**src/verilog/pfw_pkg.sv**
```systemverilog
// Package of offsets, field layouts, reset values and carriers for the prefetch window registers.
package pfw_pkg;

    // ------------------------------------------------------------------
    // Configuration dword offsets (byte addresses)
    // ------------------------------------------------------------------
    localparam logic [7:0] BOUNDS_OFF = 8'h24;
    localparam logic [7:0] RSVD_FIRST_OFF = 8'h28;
    localparam logic [7:0] RSVD_LAST_OFF = 8'h38;
    localparam logic [7:0] BRCTL_OFF = 8'h3C;

    // ------------------------------------------------------------------
    // Field positions
    // ------------------------------------------------------------------
    localparam int LIMIT_MSB = 31;
    localparam int LIMIT_LSB = 20;
    localparam int BASE_MSB = 15;
    localparam int BASE_LSB = 4;
    localparam int BRCTL_LSB = 16;
    localparam int BRCTL_MSB = 23;
    localparam int GRAN_BITS = 20;

    // ------------------------------------------------------------------
    // Write masks and reset values
    // ------------------------------------------------------------------
    localparam logic [31:0] BOUNDS_WMASK = 32'hFFF0_FFF0;
    localparam logic [31:0] BOUNDS_RST = 32'h0000_0000;
    localparam logic [7:0] BRCTL_WMASK = 8'h6F;
    localparam logic [7:0] BRCTL_RST = 8'h00;
    localparam logic [19:0] GRAN_ONES = 20'hFFFFF;
    localparam logic [19:0] GRAN_ZEROS = 20'h00000;
    localparam logic [31:0] READ_ZERO = 32'h0000_0000;

    // ------------------------------------------------------------------
    // Carriers
    // ------------------------------------------------------------------
    typedef struct packed {
        logic wr;
        logic rd;
        logic [7:0] addr;
        logic [3:0] be;
        logic [31:0] wdata;
    } cfg_req_s;

    typedef struct packed {
        logic valid;
        logic read;
        logic [31:0] addr;
    } mem_req_s;

    typedef logic [11:0] win_field_t;

endpackage : pfw_pkg

```
**src/verilog/prefetch_window_config_regs.sv**
```systemverilog
// Prefetchable window base/limit register, reserved span and bridge control dword.
`timescale 1ns/1ps


module prefetch_window_config_regs
    import pfw_pkg::*;
#(
    parameter int ADDR_W = 32,
    parameter bit PREFETCH_EN = 1'b1
)
(
    input wire logic mclk_in,
    input wire logic rst_in,
    input wire cfg_req_s cfg_req_in,
    output logic [31:0] cfg_rdata_out,
    output logic cfg_ack_out,
    input wire mem_req_s mem_req_in,
    output logic decode_valid_out,
    output logic fwd_out,
    output logic prefetch_out,
    output logic [7:0] bridge_ctrl_out
);

    // ------------------------------------------------------------------
    // Elaboration checks
    // ------------------------------------------------------------------
    // The decoder compares full 32-bit memory addresses only.
    generate
        if (ADDR_W != 32)
        begin : g_bad_addr_w
            $error("prefetch_window_config_regs supports ADDR_W of 32 only.");
        end
        // The bound fields and the granule fill must tile the address exactly.
        if ((LIMIT_MSB - LIMIT_LSB + 1) != $bits(win_field_t))
        begin : g_bad_limit_field
            $error("Upper-bound field width does not match the window field type.");
        end
        if ((BASE_MSB - BASE_LSB + 1) != $bits(win_field_t))
        begin : g_bad_base_field
            $error("Lower-bound field width does not match the window field type.");
        end
        if (($bits(win_field_t) + GRAN_BITS) != ADDR_W)
        begin : g_bad_granule
            $error("Window field and granule bits do not add up to the address width.");
        end
        if (LIMIT_LSB != GRAN_BITS)
        begin : g_bad_limit_pos
            $error("Upper-bound field must start at the granule boundary.");
        end
        if ((BRCTL_MSB - BRCTL_LSB + 1) != 8)
        begin : g_bad_brctl_field
            $error("Bridge control field must be one byte wide.");
        end
        if (RSVD_FIRST_OFF > RSVD_LAST_OFF)
        begin : g_bad_rsvd_span
            $error("Reserved span ends before it starts.");
        end
        if ((BOUNDS_RST & ~BOUNDS_WMASK) != 32'h0000_0000)
        begin : g_bad_bounds_rst
            $error("Bounds reset value sets bits that read as zero.");
        end
        if ((BRCTL_RST & ~BRCTL_WMASK) != 8'h00)
        begin : g_bad_brctl_rst
            $error("Bridge control reset value sets bits that read as zero.");
        end
    endgenerate

    // ------------------------------------------------------------------
    // Helper functions
    // ------------------------------------------------------------------
    function automatic logic [31:0] byte_mask(input logic [3:0] be);
        logic [31:0] m;
        m = 32'h0000_0000;
        for (int i = 0; i < 4; i++)
        begin
            if (be[i])
            begin
                m[i*8 +: 8] = 8'hFF;
            end
        end
        return m;
    endfunction : byte_mask

    function automatic logic [31:0] merge_write(
        input logic [31:0] old_val,
        input logic [31:0] new_val,
        input logic [31:0] mask
    );
        return (old_val & ~mask) | (new_val & mask);
    endfunction : merge_write

    // The two low address bits never take part in selecting a dword.
    function automatic logic [5:0] dword_index(input logic [7:0] byte_addr);
        return byte_addr[7:2];
    endfunction : dword_index

    // A bound is a 12-bit field stretched over one 1 MB granule by a fill.
    function automatic logic [31:0] window_edge(
        input win_field_t field,
        input logic [19:0] fill
    );
        return {field, fill};
    endfunction : window_edge

    function automatic logic in_range(
        input logic [31:0] addr,
        input logic [31:0] lo,
        input logic [31:0] hi
    );
        return (addr >= lo) && (addr <= hi);
    endfunction : in_range

    // ------------------------------------------------------------------
    // Access decode
    // ------------------------------------------------------------------
    logic [5:0] req_dword;
    logic hit_bounds;
    logic hit_brctl;
    logic hit_rsvd;

    // Whole dwords are decoded; a hit with no byte enables still answers.
    always_comb
    begin
        req_dword = dword_index(cfg_req_in.addr);
        hit_bounds = (req_dword == dword_index(BOUNDS_OFF));
        hit_brctl = (req_dword == dword_index(BRCTL_OFF));
        hit_rsvd = (req_dword >= dword_index(RSVD_FIRST_OFF))
            && (req_dword <= dword_index(RSVD_LAST_OFF));
    end

    // ------------------------------------------------------------------
    // Register state
    // ------------------------------------------------------------------
    logic [31:0] bounds_r;
    logic [31:0] bounds_nxt;
    logic [7:0] brctl_r;
    logic [7:0] brctl_nxt;

    logic [31:0] wmask;
    logic [31:0] brctl_word;
    logic [31:0] brctl_merged;

    // Bridge control stores only its byte; the rest of that dword is rebuilt
    // on every read, so read-only bits cannot drift.
    always_comb
    begin
        wmask = byte_mask(cfg_req_in.be);
        brctl_word = {8'h00, brctl_r, 16'h0000};
        brctl_merged = merge_write(brctl_word, cfg_req_in.wdata,
            wmask & {8'h00, BRCTL_WMASK, 16'h0000});
        bounds_nxt = bounds_r;
        brctl_nxt = brctl_r;
        if (cfg_req_in.wr && hit_bounds)
        begin
            // Only bits 31:20 and 15:4 take write data; the rest stay zero.
            bounds_nxt = merge_write(bounds_r, cfg_req_in.wdata,
                wmask & BOUNDS_WMASK);
        end
        if (cfg_req_in.wr && hit_brctl)
        begin
            brctl_nxt = brctl_merged[BRCTL_MSB:BRCTL_LSB];
        end
        // Writes into the reserved span fall through with no effect.
        if (cfg_req_in.wr && hit_rsvd)
        begin
            bounds_nxt = bounds_r;
        end
    end

    always_ff @(posedge mclk_in)
    begin
        if (rst_in)
        begin
            bounds_r <= BOUNDS_RST;
            brctl_r <= BRCTL_RST;
        end
        else
        begin
            bounds_r <= bounds_nxt;
            brctl_r <= brctl_nxt;
        end
    end

    // ------------------------------------------------------------------
    // Configuration read port
    // ------------------------------------------------------------------
    logic [31:0] rdata_r;
    logic [31:0] rdata_nxt;
    logic ack_r;
    logic ack_nxt;

    always_comb
    begin
        rdata_nxt = rdata_r;
        // Every access is acknowledged, refused ones too, so software never stalls.
        ack_nxt = cfg_req_in.wr | cfg_req_in.rd;
        // Reads see the registers before a same-cycle write lands, so a combined
        // read and write returns the old contents.
        if (cfg_req_in.rd)
        begin
            if (hit_bounds)
            begin
                rdata_nxt = bounds_r & BOUNDS_WMASK;
            end
            else if (hit_brctl)
            begin
                // Bit 20 and bit 23 are never written, so they keep their reset zero.
                rdata_nxt = brctl_word;
            end
            else if (hit_rsvd)
            begin
                rdata_nxt = READ_ZERO;
            end
            else
            begin
                // Dwords outside this block answer zero.
                rdata_nxt = READ_ZERO;
            end
        end
    end

    always_ff @(posedge mclk_in)
    begin
        if (rst_in)
        begin
            rdata_r <= READ_ZERO;
            ack_r <= 1'b0;
        end
        else
        begin
            rdata_r <= rdata_nxt;
            ack_r <= ack_nxt;
        end
    end

    // ------------------------------------------------------------------
    // Window decode
    // ------------------------------------------------------------------
    win_field_t base_f;
    win_field_t limit_f;
    logic [31:0] win_lo;
    logic [31:0] win_hi;
    logic in_win;
    logic dec_vld_r;
    logic dec_vld_nxt;
    logic fwd_r;
    logic fwd_nxt;
    logic pf_r;
    logic pf_nxt;

    always_comb
    begin
        base_f = bounds_r[BASE_MSB:BASE_LSB];
        limit_f = bounds_r[LIMIT_MSB:LIMIT_LSB];
        win_lo = window_edge(base_f, GRAN_ZEROS);
        win_hi = window_edge(limit_f, GRAN_ONES);
        // With 1 MB granules the smallest non-empty window is one granule,
        // and a base above the limit leaves no address satisfying both.
        // The registered bounds are decoded, so a new window applies from the
        // cycle after its write; traffic in the write's own cycle sees the old one.
        in_win = in_range(mem_req_in.addr, win_lo, win_hi);
        dec_vld_nxt = mem_req_in.valid;
        fwd_nxt = mem_req_in.valid && in_win;
        pf_nxt = PREFETCH_EN && mem_req_in.valid && mem_req_in.read
            && in_win;
    end

    always_ff @(posedge mclk_in)
    begin
        if (rst_in)
        begin
            dec_vld_r <= 1'b0;
            fwd_r <= 1'b0;
            pf_r <= 1'b0;
        end
        else
        begin
            dec_vld_r <= dec_vld_nxt;
            fwd_r <= fwd_nxt;
            pf_r <= pf_nxt;
        end
    end

    // ------------------------------------------------------------------
    // Outputs
    // ------------------------------------------------------------------
    // Outputs come straight from flops, so the bridge sees no decode glitches.
    assign cfg_rdata_out = rdata_r;
    assign cfg_ack_out = ack_r;
    assign decode_valid_out = dec_vld_r;
    assign fwd_out = fwd_r;
    assign prefetch_out = pf_r;
    assign bridge_ctrl_out = brctl_r;

endmodule : prefetch_window_config_regs

```
**config.mk**
```make
export PLATFORM = sky130hd
export DESIGN_NAME = prefetch_window_config_regs
export DESIGN_NICKNAME = d
export VERILOG_FILES = /design/src/verilog/pfw_pkg.sv /design/src/verilog/prefetch_window_config_regs.sv
export SDC_FILE = /design/constraint.sdc
export NUM_CORES = 1
export LEC_CHECK = 0
export ABC_AREA = 1
export BUFFER_PORTS_ARGS = -buffer_cell sky130_fd_sc_hd__buf_4
export CORE_MARGIN = 1.5
export CORE_UTILIZATION = 37
export CTS_CLUSTER_DIAMETER = 40
export DETAILED_ROUTE_END_ITERATION = 16
export MAX_ROUTING_LAYER = met4
export PLACE_DENSITY_LB_ADDON = 0.12
export SYNTH_ARGS = -nofsm -noshare
export SYNTH_HDL_FRONTEND = slang
export SYNTH_SLANG_ARGS = --single-unit
```
**constraint.sdc**
```tcl
create_clock -name mclk_in -period 2.1 [get_ports mclk_in]
set_clock_uncertainty 0.2 [all_clocks]
set_input_delay 0.105 -clock mclk_in [delete_from_list [all_inputs] [get_ports mclk_in]]
set_output_delay 0.105 -clock mclk_in [all_outputs]
set_load 0.03 [all_outputs]
```
==> results.json <==
{
  "power_density_nw_per_um2": 575.3,
  "placedCellCount": 686,
  "setup_viol": 0,
  "finalHoldViolCount": 0,
  "tns_ns": 0,
  "via_per_inst": 4.459,
  "grt_usage_pct": 19.68,
  "p_comb_share_pct": 16.6,
  "use_met2_pct": 30.69,
  "diodes": 0,
  "p_leak_nw": 2.384,
  "critPathKind": "primary input to flop",
  "grt_util_met1_pct": 25.42,
  "grt_first_pass_wirelength_mm": 13.41,
  "syn_area_um2": 3189,
  "grt_pass1_vias": 3004,
  "crit_required_ns": 2.17,
  "p_sw_uw": 691.9,
  "layout_min_cycle_time_ns": 1.978,
  "cts_max_path_buffers": 2,
  "ioPinCount": 126,
  "min_period_over_period_pct": 94.21,
  "max_cap_viol_count": 0,
  "nFillCells": 806,
  "drive_above_1_share_pct": 22.01,
  "crit_top_cell": "dlygate4sd3_1",
  "start_kind": "primary input",
  "hpwl_mm": 6.295,
  "core_um2": 8299,
  "syn_avg_cell_area_um2": 6.644,
  "synth-seq-cells": 62,
  "dieWidth_um": 95.84,
  "portBuffers": 113,
  "rsz0062_at_grt": "yes",
  "layout_common_cells": "nand2_1, buf_4, nor2_1",
  "ant_nets": 0,
  "busiest_layer": "met2",
  "drc": 0,
  "synth_cell_types": 20,
  "critPathMaxFanout": 4,
  "wl_per_cell_um": 11.48,
  "drt-pass1-iter-count": 5,
  "die_y_um": 95.84,
  "grt_overflow": 0,
  "critPathTopFamily": "buffers and inverters",
  "die_area_um2": 9185,
  "seq_area_frac_synth_pct": 38.92,
  "max_freq_ghz": 0.5055,
  "clock-sinks": 62,
  "final_core_util_pct": 57.09,
  "ir_drop_mv": 0.2473,
  "tritoncts": "yes",
  "grt_max_degree": 51,
  "vias": 3304,
  "final_cells": 741,
  "holdWs_ns": 0.008839,
  "slew_violations": 0,
  "place_congestion": 0.8184,
  "clk_pin_slew_ns": 0.07,
  "rows": 33,
  "finalNetCount": 737,
  "critical-path-max-stage-delay_ns": 0.55,
  "start_util_pct": 38.43,
  "clockPowerShare_pct": 38.8,
  "worstSkewPairLatency_ns": 0.33,
  "path_buf_inv": 3,
  "status": "complete, no violations",
  "regToRegSetupSlack_ns": 0.36,
  "drt_iter0_drc": 156,
  "hp-class": "primary input to flop",
  "cts_buffers": 9,
  "cpMaxStageDelayCell": "dlygate4sd3_1",
  "clock-root-buffer": "clkbuf_8",
  "mostFrequentLayoutCell": "nand2_1",
  "cp.arrival_ns": 2.05,
  "intPower_mw": 2.034,
  "final_area_um2": 4738,
  "worstSetupEndpointType": "flop",
  "path_cells": "dlygate4sd3_1, buf_4, nor2_2, nand3_2, nor3_4, nand2_1, a21oi_1, dlygate4sd3_1",
  "placed_cell_area_um2": 4114,
  "grt_util_met3_pct": 3.555,
  "areaGrowthSynthToFinish_pct": 48.57,
  "netlist_instances": 480,
  "wl_mm": 8.507,
  "p_sw_share_pct": 25.38,
  "antenna_found_initial": 0,
  "cts_max_level": 3,
  "pwr-share-seq_pct": 44.6,
  "yosysWarningCount": 0
}
==> Yosys cell counts (all sizes together) <==
cell type	count	area share (%)
nor3	1	0.16
ha	24	9.4
nor4	1	0.67
a31oi	2	0.39
clkbuf	13	1.5
buf	8	1.7
o21bai	1	0.24
inv	62	7.3
and2	1	0.20
nand3	11	2.0
nor2	78	9.2
clkinv	1	0.12
o21ai	30	4.7
nand2	144	17
conb	1	0.12
a21oi	39	6.1
a21o	1	0.24
dfxtp	62	39
==> per-layer routing <==
| layer | wire [um] | vias to the layer above |
|---|---|---|
| met5 | 0 | - |
| li1 | - | 1779 |
| met4 | 132 | 0 |
| met1 | 4226 | 1432 |
| met2 | 3785 | 81 |
| met3 | 362 | 12 |
==> path summary, 6_finish.rpt <==
path,from,to,depth (start not counted)
worst max-delay path,cfg_req_in[42],cfg_rdata_out[19],8
worst min-delay path,cfg_req_in[34],flop,3
worst max register to register,flop,prefetch_out,10
worst min register to register,flop,cfg_rdata_out[9],2
==> stage by stage <==
stage | power (mW) | setup slack, ns
finish | 2.726 | 0.1216
global route | 2.853 | -0.06042
CTS | 2.749 | 0.03649
detailed placement | 1.639 | 0.3428
global placement | 1.633 | 0.3911
floorplan | 1.446 | 0.6077
==> final cells by class <==
type	count	area (um2)	share of cell area, %
multi-input cells	339	1660	35.04
repair buffers	156	1269	26.78
flip-flops and latches	62	1241	26.19
inverters	63	236.5	4.991
clock buffers	12	155.1	3.274
well taps	105	131.4	2.773
clock inverters	4	45.04	0.9506
==> power by group through the flow <==
stage / registers, mW / logic (mW) / clock network (mW)
CTS: 1.22 / 0.450 / 1.08
floorplan: 1.29 / 0.152 / 0
global placement: 1.24 / 0.390 / 0
detailed placement: 1.24 / 0.395 / 0
finish: 1.22 / 0.452 / 1.06
global route: 1.22 / 0.502 / 1.13
==> cell families (layout without fill, tap and decap cells) <==
logic type / after synthesis / in the layout / synth area share (%)
compound gates: 73 / 73 / 11.69
buf+inv: 84 / 235 / 10.67
simple gates: 236 / 236 / 29.19
fa+ha+maj: 24 / 24 / 9.416
other cells: 1 / 6 / 0.1176
flops: 62 / 62 / 38.92
==> tightest hold or removal path: cells and delay by family <==
family                 cells  cell delay (ns)
and+or+nand+nor            1             0.18
buffers and inverters      1             0.12
AOI/OAI and AO/OA          1             0.09
==> what timing repair did <==
action / CTS / global route
endpoints found under the hold margin: 39 / 0
endpoints found under the setup margin: 0 / 26
resized for setup: 0 / 7
hold buffers: 39 / 0
setup buffers: 0 / 0
(Power assumes the default switching activity.)
